**src/rtl/vosr_cfg.svh**
```systemverilog
// Register offsets, field positions, reset values and timing constants
`ifndef VOSR_CFG_SVH
`define VOSR_CFG_SVH

// Register offsets
`define VOSR_ADDR_FORMAT 8'h1F
`define VOSR_ADDR_CLKSYNC 8'h20
`define VOSR_ADDR_RSVD_A 8'h21
`define VOSR_ADDR_RSVD_B 8'h22
`define VOSR_ADDR_WINDOW 8'h23
`define VOSR_ADDR_STATUS 8'h24

// Output format control fields
`define VOSR_FMT_MODE_HI 7
`define VOSR_FMT_MODE_LO 5
`define VOSR_FMT_PRI_EN 4
`define VOSR_FMT_SEC_EN 3
`define VOSR_FMT_DRIVE_HI 2
`define VOSR_FMT_DRIVE_LO 1
`define VOSR_FMT_CLK_INV 0

// Output clock and sync select fields
`define VOSR_CS_CLKSEL_HI 7
`define VOSR_CS_CLKSEL_LO 6
`define VOSR_CS_HIZ_ALL 5
`define VOSR_CS_HIZ_MON 4
`define VOSR_CS_FIELD_POL 3
`define VOSR_CS_PLL_FILT 2
`define VOSR_CS_SP_REGEN 1

// Reset values
`define VOSR_RST_FORMAT 8'h94
`define VOSR_RST_CLKSYNC 8'h08
`define VOSR_RST_RSVD_A 8'h00
`define VOSR_RST_RSVD_B 8'h00
`define VOSR_RST_WINDOW 8'h0A

// Window step and activity timeout
`define VOSR_WINDOW_STEP_NS 25
`define VOSR_CLOCK_MHZ 20
`define VOSR_ACT_TIMEOUT_US 50000
`define VOSR_ACT_TIMEOUT_CYC (`VOSR_ACT_TIMEOUT_US * `VOSR_CLOCK_MHZ)

`endif

```
**src/rtl/vosr_pkg.sv**
```systemverilog
// Types shared by the output and status register block
package vosr_pkg;

  typedef enum logic [2:0] {
    VOSR_MODE_RGB444 = 3'b100,
    VOSR_MODE_YCC422 = 3'b101,
    VOSR_MODE_DDR444 = 3'b110
  } vosr_mode_e;

  typedef enum logic [1:0] {
    VOSR_CLK_PIXEL = 2'b00,
    VOSR_CLK_PIXEL_90 = 2'b01,
    VOSR_CLK_PIXEL_2X = 2'b10,
    VOSR_CLK_FIXED_40M = 2'b11
  } vosr_clksel_e;

endpackage : vosr_pkg

```
**src/rtl/vosr_activity_detect.sv**
```systemverilog
// Activity detector for one sync or control input pin
`timescale 1ns/10ps
`default_nettype none

module vosr_activity_detect #(
  parameter int TIMEOUT_CYC = 1000000
) (
  // Clock and reset
  input wire logic i_clock,
  input wire logic i_rst_n,
  // Pin and status
  input wire logic i_pin,
  output logic o_active
);

  localparam int CNT_W = $clog2(TIMEOUT_CYC + 1);
  localparam logic [CNT_W-1:0] CNT_LAST = CNT_W'(TIMEOUT_CYC - 1);

  logic sync1;
  logic sync2;
  logic sync3;
  logic level;
  logic [CNT_W-1:0] idle_count;
  logic edge_seen;

  always_ff @(posedge i_clock or negedge i_rst_n)
  begin
    if (!i_rst_n)
    begin
      sync1 <= 1'b0;
      sync2 <= 1'b0;
      sync3 <= 1'b0;
    end
    else
    begin
      sync1 <= i_pin;
      sync2 <= sync1;
      sync3 <= sync2;
    end
  end

  // Level accepted once the last two stages agree
  always_ff @(posedge i_clock or negedge i_rst_n)
  begin
    if (!i_rst_n)
      level <= 1'b0;
    else if (sync2 == sync3)
      level <= sync3;
  end

  assign edge_seen = (sync2 == sync3) && (sync3 != level);

  always_ff @(posedge i_clock or negedge i_rst_n)
  begin
    if (!i_rst_n)
    begin
      idle_count <= '0;
      o_active <= 1'b0;
    end
    else if (edge_seen)
    begin
      idle_count <= '0;
      o_active <= 1'b1;
    end
    else if (idle_count == CNT_LAST)
      o_active <= 1'b0;
    else
      idle_count <= idle_count + CNT_W'(1);
  end

endmodule : vosr_activity_detect

`default_nettype wire

```
**src/rtl/vosr_output_stage.sv**
```systemverilog
// Output formatter: channel routing, enables and high impedance
`timescale 1ns/10ps
`default_nettype none

module vosr_output_stage #(
  parameter int DATA_W = 10
) (
  // Clock and reset
  input wire logic i_clock,
  input wire logic i_rst_n,
  // Control
  input wire logic [2:0] i_mode,
  input wire logic i_primary_en,
  input wire logic i_secondary_en,
  input wire logic i_all_hiz,
  // Pixel data
  input wire logic [DATA_W-1:0] i_red,
  input wire logic [DATA_W-1:0] i_green,
  input wire logic [DATA_W-1:0] i_blue,
  input wire logic [DATA_W-1:0] i_secondary,
  // Pad side
  output logic [DATA_W-1:0] o_red,
  output logic [DATA_W-1:0] o_green,
  output logic [DATA_W-1:0] o_blue,
  output logic o_red_green_oe,
  output logic o_blue_oe,
  output logic o_ddr_edges
);

  logic split;

  // Split modes carry the secondary stream on blue
  assign split = (i_mode == vosr_pkg::VOSR_MODE_YCC422) ||
                 (i_mode == vosr_pkg::VOSR_MODE_DDR444);

  always_ff @(posedge i_clock or negedge i_rst_n)
  begin
    if (!i_rst_n)
    begin
      o_red <= '0;
      o_green <= '0;
      o_blue <= '0;
    end
    else
    begin
      o_red <= i_red;
      o_green <= i_green;
      o_blue <= split ? i_secondary : i_blue;
    end
  end

  always_ff @(posedge i_clock or negedge i_rst_n)
  begin
    if (!i_rst_n)
    begin
      o_red_green_oe <= 1'b0;
      o_blue_oe <= 1'b0;
      o_ddr_edges <= 1'b0;
    end
    else
    begin
      o_red_green_oe <= i_primary_en && !i_all_hiz;
      o_blue_oe <= !i_all_hiz &&
        (split ? i_secondary_en : i_primary_en);
      o_ddr_edges <= (i_mode == vosr_pkg::VOSR_MODE_DDR444);
    end
  end

endmodule : vosr_output_stage

`default_nettype wire

```
**src/rtl/vosr_regs.sv**
```systemverilog
// Output, sync select and input activity registers of the digitizer
//
// Behaviour
// - secondary output enable, high impedance at zero
// - split modes route secondary on blue channel
// - two-bit drive strength, resets medium high
// - output clock invert bit, resets off
// - output clock source select, resets pixel
// - global high impedance except sync monitor
// - sync monitor pin high impedance control
// - field flag polarity select, resets one
// - PLL fed raw or filtered sync
// - sync processing fed raw or regenerated sync, bit 0 written as zero
// - window width in 25 ns steps
// - line sync inputs activity status bits
// - frame sync inputs activity status bits
// - green embedded sync activity status bits
// - shared clock/hold pin activity status bit
// - clamp input activity status bit
// - output mode select, resets 4:4:4 RGB
// - primary output enable, resets enabled
`include "vosr_cfg.svh"
`timescale 1ns/10ps
`default_nettype none

module vosr_regs #(
  parameter int DATA_W = 10,
  parameter int ACT_TIMEOUT_CYC = `VOSR_ACT_TIMEOUT_CYC,
  parameter logic [7:0] RSVD_A_DEFAULT = `VOSR_RST_RSVD_A,
  parameter logic [7:0] RSVD_B_DEFAULT = `VOSR_RST_RSVD_B
) (
  // Clock and reset
  input wire logic i_clock,
  input wire logic i_rst_n,
  // Register access from the serial port
  input wire logic [7:0] i_reg_addr,
  input wire logic [7:0] i_reg_wdata,
  input wire logic i_reg_wr,
  input wire logic i_reg_rd,
  output logic [7:0] o_reg_rdata,
  output logic o_reg_hit,
  // Pixel data from the converters
  input wire logic [DATA_W-1:0] i_pix_red,
  input wire logic [DATA_W-1:0] i_pix_green,
  input wire logic [DATA_W-1:0] i_pix_blue,
  input wire logic [DATA_W-1:0] i_pix_secondary,
  // Formatted data pads
  output logic [DATA_W-1:0] o_red,
  output logic [DATA_W-1:0] o_green,
  output logic [DATA_W-1:0] o_blue,
  output logic o_red_green_oe,
  output logic o_blue_oe,
  output logic o_ddr_edges,
  output logic [1:0] o_drive_strength,
  // Output clock sources and pad
  input wire logic i_pix_clock,
  input wire logic i_pix_clock_90,
  input wire logic i_pix_clock_2x,
  input wire logic i_fixed_clock_40m,
  output logic o_clock_out,
  output logic o_clock_out_oe,
  // Field flag
  input wire logic i_field_odd,
  output logic o_field,
  output logic o_field_oe,
  // Vertical sync and sync monitor
  input wire logic i_vertical_sync,
  input wire logic i_sync_monitor,
  output logic o_vertical_sync_out,
  output logic o_vertical_sync_out_oe,
  output logic o_sync_monitor_out,
  output logic o_sync_monitor_out_oe,
  // Sync sources for PLL and sync processor
  input wire logic i_raw_sync,
  input wire logic i_filtered_sync,
  input wire logic i_regen_sync,
  output logic o_pll_sync,
  output logic o_proc_sync,
  output logic [7:0] o_window_width,
  output logic [15:0] o_window_half_ns,
  output logic [7:0] o_rsvd_a,
  output logic [7:0] o_rsvd_b,
  // Monitored pins
  input wire logic i_line_sync_in_0,
  input wire logic i_line_sync_in_1,
  input wire logic i_frame_sync_in_0,
  input wire logic i_frame_sync_in_1,
  input wire logic i_green_embedded_sync_in_0,
  input wire logic i_green_embedded_sync_in_1,
  input wire logic i_ext_clock_or_hold_in,
  input wire logic i_clamp_in
);

  logic [7:0] output_format_control;
  logic [7:0] output_clock_and_sync_select;
  logic [7:0] reserved_config_a;
  logic [7:0] reserved_config_b;
  logic [7:0] sync_filter_window_width;
  logic [7:0] input_activity_status;
  logic [7:0] monitored_pins;
  logic [7:0] next_rdata;
  logic clk_sel;
  logic hiz_all;

  // Register write strobes
  always_ff @(posedge i_clock or negedge i_rst_n)
  begin
    if (!i_rst_n)
      output_format_control <= `VOSR_RST_FORMAT;
    else if (i_reg_wr && i_reg_addr == `VOSR_ADDR_FORMAT)
      output_format_control <= i_reg_wdata;
  end

  always_ff @(posedge i_clock or negedge i_rst_n)
  begin
    if (!i_rst_n)
      output_clock_and_sync_select <= `VOSR_RST_CLKSYNC;
    else if (i_reg_wr && i_reg_addr == `VOSR_ADDR_CLKSYNC)
      output_clock_and_sync_select <= {i_reg_wdata[7:1], 1'b0};
  end

  // Reserved bytes are stored as written; host keeps defaults
  always_ff @(posedge i_clock or negedge i_rst_n)
  begin
    if (!i_rst_n)
    begin
      reserved_config_a <= RSVD_A_DEFAULT;
      reserved_config_b <= RSVD_B_DEFAULT;
    end
    else if (i_reg_wr && i_reg_addr == `VOSR_ADDR_RSVD_A)
      reserved_config_a <= i_reg_wdata;
    else if (i_reg_wr && i_reg_addr == `VOSR_ADDR_RSVD_B)
      reserved_config_b <= i_reg_wdata;
  end

  always_ff @(posedge i_clock or negedge i_rst_n)
  begin
    if (!i_rst_n)
      sync_filter_window_width <= `VOSR_RST_WINDOW;
    else if (i_reg_wr && i_reg_addr == `VOSR_ADDR_WINDOW)
      sync_filter_window_width <= i_reg_wdata;
  end

  // Address decode and read mux
  always_comb
  begin
    o_reg_hit = 1'b1;
    next_rdata = 8'h00;
    unique case (i_reg_addr)
      `VOSR_ADDR_FORMAT: next_rdata = output_format_control;
      `VOSR_ADDR_CLKSYNC: next_rdata = output_clock_and_sync_select;
      `VOSR_ADDR_RSVD_A: next_rdata = reserved_config_a;
      `VOSR_ADDR_RSVD_B: next_rdata = reserved_config_b;
      `VOSR_ADDR_WINDOW: next_rdata = sync_filter_window_width;
      `VOSR_ADDR_STATUS: next_rdata = input_activity_status;
      default: o_reg_hit = 1'b0;
    endcase
  end

  // Read data captured on the read strobe, no side effect
  always_ff @(posedge i_clock or negedge i_rst_n)
  begin
    if (!i_rst_n)
      o_reg_rdata <= 8'h00;
    else if (i_reg_rd)
      o_reg_rdata <= next_rdata;
  end

  // Activity detectors, status bit order 7 down to 0
  assign monitored_pins = {
    i_line_sync_in_0, i_line_sync_in_1,
    i_frame_sync_in_0, i_frame_sync_in_1,
    i_green_embedded_sync_in_0, i_green_embedded_sync_in_1,
    i_ext_clock_or_hold_in, i_clamp_in
  };

  genvar g;
  generate
    for (g = 0; g < 8; g++)
    begin : gen_detect
      vosr_activity_detect #(
        .TIMEOUT_CYC(ACT_TIMEOUT_CYC)
      ) u_detect (
        .i_clock(i_clock),
        .i_rst_n(i_rst_n),
        .i_pin(monitored_pins[g]),
        .o_active(input_activity_status[g])
      );
    end
  endgenerate

  // Data formatting
  vosr_output_stage #(
    .DATA_W(DATA_W)
  ) u_output_stage (
    .i_clock(i_clock),
    .i_rst_n(i_rst_n),
    .i_mode(output_format_control[`VOSR_FMT_MODE_HI:`VOSR_FMT_MODE_LO]),
    .i_primary_en(output_format_control[`VOSR_FMT_PRI_EN]),
    .i_secondary_en(output_format_control[`VOSR_FMT_SEC_EN]),
    .i_all_hiz(hiz_all),
    .i_red(i_pix_red),
    .i_green(i_pix_green),
    .i_blue(i_pix_blue),
    .i_secondary(i_pix_secondary),
    .o_red(o_red),
    .o_green(o_green),
    .o_blue(o_blue),
    .o_red_green_oe(o_red_green_oe),
    .o_blue_oe(o_blue_oe),
    .o_ddr_edges(o_ddr_edges)
  );

  assign hiz_all = output_clock_and_sync_select[`VOSR_CS_HIZ_ALL];

  // Drive strength applies to high-speed data and clock pads only
  assign o_drive_strength =
    output_format_control[`VOSR_FMT_DRIVE_HI:`VOSR_FMT_DRIVE_LO];

  // Output clock source and inversion
  always_comb
  begin
    unique case (vosr_pkg::vosr_clksel_e'(
      output_clock_and_sync_select[`VOSR_CS_CLKSEL_HI:`VOSR_CS_CLKSEL_LO]))
      vosr_pkg::VOSR_CLK_PIXEL: clk_sel = i_pix_clock;
      vosr_pkg::VOSR_CLK_PIXEL_90: clk_sel = i_pix_clock_90;
      vosr_pkg::VOSR_CLK_PIXEL_2X: clk_sel = i_pix_clock_2x;
      vosr_pkg::VOSR_CLK_FIXED_40M: clk_sel = i_fixed_clock_40m;
    endcase
  end

  assign o_clock_out =
    clk_sel ^ output_format_control[`VOSR_FMT_CLK_INV];
  assign o_clock_out_oe = !hiz_all;

  // Field flag, vertical sync and sync monitor pads
  always_ff @(posedge i_clock or negedge i_rst_n)
  begin
    if (!i_rst_n)
    begin
      o_field <= 1'b0;
      o_vertical_sync_out <= 1'b0;
      o_sync_monitor_out <= 1'b0;
    end
    else
    begin
      o_field <= i_field_odd ^
        output_clock_and_sync_select[`VOSR_CS_FIELD_POL];
      o_vertical_sync_out <= i_vertical_sync;
      o_sync_monitor_out <= i_sync_monitor;
    end
  end

  always_ff @(posedge i_clock or negedge i_rst_n)
  begin
    if (!i_rst_n)
    begin
      o_field_oe <= 1'b0;
      o_vertical_sync_out_oe <= 1'b0;
      o_sync_monitor_out_oe <= 1'b0;
    end
    else
    begin
      o_field_oe <= !hiz_all;
      o_vertical_sync_out_oe <= !hiz_all;
      o_sync_monitor_out_oe <=
        !output_clock_and_sync_select[`VOSR_CS_HIZ_MON];
    end
  end

  // Sync source selection
  assign o_pll_sync = output_clock_and_sync_select[`VOSR_CS_PLL_FILT] ?
    i_filtered_sync : i_raw_sync;
  assign o_proc_sync = output_clock_and_sync_select[`VOSR_CS_SP_REGEN] ?
    i_regen_sync : i_raw_sync;

  // Window width and its half span in nanoseconds
  assign o_window_width = sync_filter_window_width;
  assign o_window_half_ns = 16'(sync_filter_window_width) *
    16'(`VOSR_WINDOW_STEP_NS);
  assign o_rsvd_a = reserved_config_a;
  assign o_rsvd_b = reserved_config_b;

endmodule : vosr_regs

`default_nettype wire

```
**config.mk**
```make
export PLATFORM = sky130hd
export DESIGN_NAME = vosr_regs
export DESIGN_NICKNAME = d
export VERILOG_FILES = /design/src/rtl/vosr_pkg.sv /design/src/rtl/vosr_activity_detect.sv /design/src/rtl/vosr_output_stage.sv /design/src/rtl/vosr_regs.sv
export VERILOG_INCLUDE_DIRS = /design/src /design/src/rtl
export SDC_FILE = /design/constraint.sdc
export NUM_CORES = 1
export LEC_CHECK = 0
export CAP_MARGIN = 10
export CORE_MARGIN = 8
export CORE_UTILIZATION = 30
export CTS_BUF_LIST = sky130_fd_sc_hd__clkbuf_4 sky130_fd_sc_hd__clkbuf_8
export DETAILED_ROUTE_END_ITERATION = 6
export DONT_BUFFER_PORTS = 1
export PLACE_DENSITY = 0.52
export SYNTH_ARGS = -nofsm -noshare
export SYNTH_HDL_FRONTEND = slang
export SYNTH_HIERARCHICAL = 1
export SYNTH_SLANG_ARGS = --single-unit
```
**constraint.sdc**
```tcl
create_clock -name i_clock -period 4.4 [get_ports i_clock]
set_input_delay 1.32 -clock i_clock [delete_from_list [all_inputs] [get_ports i_clock]]
set_output_delay 1.32 -clock i_clock [all_outputs]
set_load 0.05 [all_outputs]
```
==> impl_metrics.yaml, run 1 <==
global_routing:
  overflow: 0
  antenna_found_initial: 1
  grt_pass1_wl_mm: 55.4
  grt_max_degree: 286
  track_usage: 0.127
  grt_pass1_vias: 10000
final_layout:
  drive_gt1_frac: 0.222
  ff_latch_area_um2: 7140
  n_antenna_cell: 0
  utilization: 0.350
  nFillCells: 4573
  final_cells: 1959
  area_delta_synth_final_pct: 15.4
  layout_commonest_cell: "dfrtp_1"
  multi_input_area_um2: 6830
  fin_nets: 1428
  mostFrequentLayoutCells: "dfrtp_1 (278), a21oi_1 (78), nor2_1 (76)"
outcome:
  failed_checks: "negative setup slack"
  status: "finished, violations left"
sta:
  max_freq_ghz: 0.208
  worst_pin_slew_ns: 0.865
  finalCritPeriodShare: 1.09
  finalSetupViolations: 6
  setup_tns_ns: -1.78
  finalCriticalPeriod_ns: 4.80
  final_hold_viol_count: 0
  fin_ws_ns: -0.401
  worst_hold_slack_ns: 0.338
  slew_violations: 0
  relSlewSlack: 0.424
  fin_skew_ns: 0.0249
  grt_setup_unrepaired: "true"
placed_design:
  hpwl_mm: 24.1
  port_buffers: 0
  globalplace.congestion: 0.814
  placedCellCount: 1857
hold_path:
  worstHoldPathType: "reg2reg"
pwr:
  p_total_w: 0.00653
  peakVddDrop_mv: 0.258
  cellLeakagePower_nw: 7.07
  powerDensity_nw_per_um2: 400
worst_setup_path:
  crit_chain: "ha_4 -> ha_4 -> inv_2 -> fa_1 -> inv_2 -> ha_4 -> nand3_2 -> o211ai_1 -> o41ai_2 -> xnor2_2 -> buf_12"
  critPathCaptureType: "output pin"
  critPathKind: "reg2out"
  cp.required_ns: 3.08
  critPathLaunchType: "flop"
  cp_slowest_cell: "dfstp_4"
  cp_max_fo: 4
  slowest_delay_ns: 0.66
  arrival_ns: 3.48
  crit_family: "adder cells"
  crit_buf_inv: 3
  cp_common_cell: "ha_4"
detailed_routing:
  drt_wl_total_mm: 35.2
  route.detailed.drc: 0
  num_vias: 10200
  dr.pass1.iters: 5
  final_antenna_net_count: 0
  vias_per_cell: 5.22
  drt_iter0_drc: 542
  post_drt_wl_per_cell_um: 18.0
clock_network:
  clk_path_buf_depth: 3
  path_clk_slew_ns: 0.06
  cts-buffers-inserted: 52
  cts_sinks: 285
  postCtsHoldBufs: 0
  cts-root-buf: "clkbuf_8"
  cts_htree_levels: 2
  clk_latency_ns: 0.62
  cts_tree: "yes"
synth:
  synth-edff-count: 0
  synth_top_area_frac: 0.494
  yosysSeqAreaShare: 0.505
  ys_ff_latch: 285
  synth_warnings: 6
  synth_area_um2: 14100
  syn_area_per_cell_um2: 11.1
  synth-main-ff-cell: "dfrtp_1"
  yosysTopAreaCell: "dfrtp_1"
  synth_cells: 1271
  ys_types: 63
  synthTopCellsByArea: "dfrtp_1 (49%), mux2_2 (3.5%), ha_1 (3.3%), a21oi_1 (2.8%), nand4_1 (2.5%)"
  async_reset_ff_frac: 1.00
job:
  drv_cap: 0
floorplan:
  ios: 172
  placementRows: 79
  design.core.area_um2: 46600
  dieArea_um2: 54300
  die_w_um: 233
  die_h_um: 233
  start_util: 0.304
[per-stage QoR]
stage          setup WS [ns]  cell area, µm²
2_1_floorplan         -0.140           14200
3_3_place_gp          0.0726           14900
3_5_place_dp          0.0428           14900
4_1_cts               -0.429           16300
5_1_grt               -0.550           16300
6_report              -0.401           16300
[cell families after synthesis]
family / synth area share
AOI/OAI and AO/OA: 0.112
adders and majority gates: 0.0427
and+or+nand+nor: 0.216
DFF: 0.505
buffers and inverters: 0.0268
other: 0.000265
muxes: 0.0664
xor gates and xnor gates: 0.0316
[synthesized netlist by cell type (all sizes together) (33+ instances only)]
cell / instances
inv: 33
or3: 41
nand2: 63
nor2: 79
nand4: 64
ha: 37
a31oi: 35
o21ai: 66
a21oi: 79
dfrtp: 279
mux2: 54
nand3: 47
[worst register-to-register path: stages, from the launching register on]
cell and delay (ns):
dfrtp_1 0.42, ha_1 0.21, and3_2 0.31, nand4_1 0.33
or4_1 0.50, a21oi_1 0.16
[metal layers]
layer,vias to the layer above,global-route usage,part of all wire
met5,-,0.0101,0.0022
met3,61,0.0372,0.068
met1,5074,0.162,0.45
li1,4841,-,-
met4,2,0.0510,0.029
met2,242,0.198,0.46
[registers in the layout, summed over array words and instances (netlist names), 7 cells and up]
signal and count:
o_rsvd_a 8, o_window_width 8, output_format_control 8, gen_detect.u_detect/level 8, u_output_stage/o_red 10, output_clock_and_sync_select 7, u_output_stage/o_green 10, o_rsvd_b 8
gen_detect.u_detect/sync2 8, gen_detect.u_detect/o_active 8, gen_detect.u_detect/idle_count 160, o_reg_rdata 8, gen_detect.u_detect/sync1 8, gen_detect.u_detect/sync3 8, u_output_stage/o_blue 10
[worst paths after layout]
kind,cells past startpoint,slack [ns],end,from
min in group asynchronous,0,0.39,u_output_stage/o_green[5],i_rst_n
worst min-delay path,0,0.34,gen_detect[0].u_detect/sync2,gen_detect[0].u_detect/sync1
worst min register to register,0,0.34,gen_detect[0].u_detect/sync2,gen_detect[0].u_detect/sync1
max in group asynchronous,0,3.39,o_reg_rdata[3],i_rst_n
worst max register to register,5,2.38,gen_detect[1].u_detect/idle_count[18],gen_detect[1].u_detect/idle_count[0]
worst max-delay path,11,-0.40,o_window_half_ns[11],o_window_width[3]
[cell type report]
type / count / share of cell area
Clock buffer: 81 / 0.0622
Clock inverter: 15 / 0.00966
Inverter: 33 / 0.00759
Multi-Input combinational cell: 913 / 0.419
Sequential cell: 285 / 0.438
Tap cell: 607 / 0.0465
Timing Repair Buffer: 25 / 0.0173
[where the power goes]
| group | total (W) | switching (W) | leakage (nW) | internal (W) |
|---|---|---|---|---|
| logic | 0.000587 | 0.000319 | 2.75 | 0.000268 |
| clock network | 0.00279 | 0.00115 | 0.619 | 0.00164 |
| registers | 0.00315 | 0.000337 | 3.70 | 0.00282 |
[what timing repair did]
action                                  in CTS  in global routing
pin swaps                                   19                  7
buffers inserted                             3                  4
endpoints found under the setup margin       6                  6
resized for setup                           21                  8
(Power assumes the default switching activity.)
==> inputs of run 2 (changes only) <==
--- a/config.mk
+++ b/config.mk
@@ -13,6 +13,8 @@
 export DETAILED_ROUTE_END_ITERATION = 6
 export DONT_BUFFER_PORTS = 1
 export PLACE_DENSITY = 0.52
+export RECOVER_POWER = 100
+export SKIP_LAST_GASP = 1
 export SYNTH_ARGS = -nofsm -noshare
 export SYNTH_HDL_FRONTEND = slang
 export SYNTH_HIERARCHICAL = 1
==> impl_metrics.yaml, run 2 (synthesis results as in run 1) <==
outcome:
  status: "finished, violations left"
  failed_checks: "negative setup slack"
final_layout:
  ff_latch_area_um2: 7140
  multi_input_area_um2: 6540
  area_delta_synth_final_pct: 13.0
  drive_gt1_frac: 0.177
  n_antenna_cell: 0
  fin_nets: 1428
  final_cells: 1959
  layout_commonest_cell: "dfrtp_1"
  regMostFlops: "gen_detect.u_detect/idle_count"
  largest_reg_flops: 160
  nFillCells: 4637
  mostFrequentLayoutCells: "dfrtp_1 (278), a21oi_1 (78), nor2_1 (78)"
worst_setup_path:
  critPathLaunchType: "flop"
  crit_buf_inv: 3
  cp_max_fo: 4
  cp.required_ns: 3.08
  reg2reg_slack_ns: 1.89
  cp_common_cell: "ha_4"
  crit_family: "adder cells"
  slowest_delay_ns: 0.66
  cp_slowest_cell: "dfstp_4"
  reg2reg_from: "gen_detect[5].u_detect/idle_count[15]"
  r2r_cells: 4
  regToRegEndpoint: "gen_detect[5].u_detect/idle_count[3]"
  critPathKind: "reg2out"
  arrival_ns: 3.48
  crit_chain: "ha_4 -> ha_4 -> inv_2 -> fa_1 -> inv_2 -> ha_4 -> nand3_2 -> o211ai_1 -> o41ai_2 -> xnor2_2 -> buf_12"
  critPathCaptureType: "output pin"
detailed_routing:
  wl_met3_mm: 2.32
  met2_length_mm: 16.0
  route.detailed.drc: 0
  final_antenna_net_count: 0
  drt_wl_total_mm: 35.2
  drt_iter0_drc: 507
  dr.pass1.iters: 5
  num_vias: 10200
  post_drt_wl_per_cell_um: 18.0
  wirelength_met1_mm: 15.8
  topRoutingLayerUsed: "met5"
  vias_per_cell: 5.23
clock_network:
  path_clk_slew_ns: 0.06
  postCtsHoldBufs: 0
  cts_sinks: 285
  clk_path_buf_depth: 3
  cts_htree_levels: 2
  cts_tree: "yes"
  cts-buffers-inserted: 52
  cts-root-buf: "clkbuf_8"
  clk_latency_ns: 0.63
floorplan:
  start_util: 0.304
  dieArea_um2: 54300
  die_h_um: 233
  design.core.area_um2: 46600
  ios: 172
  die_w_um: 233
  placementRows: 79
sta:
  worst_pin_slew_ns: 1.27
  final_hold_viol_count: 0
  relSlewSlack: 0.159
  setup_tns_ns: -1.80
  finalSetupViolations: 6
  worst_hold_slack_ns: 0.337
  grt_setup_unrepaired: "true"
  fin_skew_ns: 0.0266
  slew_violations: 0
  finalCritPeriodShare: 1.09
  finalCriticalPeriod_ns: 4.80
  fin_ws_ns: -0.400
  max_freq_ghz: 0.208
job:
  drv_cap: 0
placed_design:
  globalplace.congestion: 0.814
  place_ws_ns: 0.0428
  hpwl_mm: 24.1
  port_buffers: 0
  placedCellCount: 1857
pwr:
  powerDensity_nw_per_um2: 406
  peakVddDrop_mv: 0.258
  cellLeakagePower_nw: 6.92
  p_total_w: 0.00649
hold_path:
  worstHoldPathType: "reg2reg"
  min_path_cells: 0
  hold_path_end: "gen_detect[0].u_detect/sync2"
  hp-start: "gen_detect[0].u_detect/sync1"
global_routing:
  grt_pass1_vias: 10000
  antenna_found_initial: 1
  overflow: 0
  grt_max_degree: 286
  grt_pass1_wl_mm: 55.4
  track_usage: 0.127
==> run 2: changes by cell type in the layout (fill, tap and decap cells not counted), sizes merged <==
cell / previous run / this run
buf: 25 / 19
clkbuf: 81 / 87
==> run 2: layout make-up <==
cell class,count,share of cell area
inverter,33,0.00775
clock inverter,15,0.00986
multi-input combinational,913,0.409
clock buffer,81,0.0635
sequential,285,0.447
tap,607,0.0475
timing repair buffer,25,0.0153
==> run 2: how the worst max path moves through the flow <==
| stage | startpoint | to | cells after the start |
|---|---|---|---|
| 2_1_floorplan | o_window_width[2] | o_window_half_ns[12] | 9 |
| 3_3_place_gp | o_window_width[3] | o_window_half_ns[10] | 10 |
| 3_5_place_dp | o_window_width[3] | o_window_half_ns[10] | 10 |
| 4_1_cts | o_window_width[3] | o_window_half_ns[11] | 11 |
| 5_1_grt | o_window_width[3] | o_window_half_ns[11] | 11 |
| 6_report | o_window_width[3] | o_window_half_ns[11] | 11 |
==> run 2: timing repair <==
| item | CTS | global route |
|---|---|---|
| pin swaps | 19 | 9 |
| setup endpoints to repair | 6 | 6 |
| buffers inserted | 3 | 4 |
| resized for setup | 20 | 8 |
==> run 2: metal layers <==
| metal | track usage | vias to the layer above |
|---|---|---|
| met5 | 0.0101 | - |
| met4 | 0.0510 | 2 |
| met3 | 0.0372 | 60 |
| met2 | 0.198 | 235 |
| met1 | 0.162 | 5117 |
| li1 | - | 4832 |
==> run 2: power breakdown <==
part           internal (W)  total, W  switching [W]
Sequential          0.00281   0.00315       0.000336
Clock               0.00164   0.00279        0.00115
Combinational      0.000241  0.000551       0.000310
Total               0.00470   0.00649        0.00179
==> run 2: metrics by stage <==
| stage | utilization | cell area, µm² |
|---|---|---|
| after global routing | 0.343 | 16000 |
| after detailed placement | 0.321 | 14900 |
| after global placement | 0.321 | 14900 |
| after CTS | 0.349 | 16300 |
| final | 0.343 | 16000 |
| after floorplan | - | 14200 |
==> run 2: worst reg2reg max path: cells and delay by family, from the launching register on <==
family	cells	cell delay, ns
and+or+nand+nor	3	1.67
AOI/OAI and AO/OA	1	0.30
DFF	1	0.42
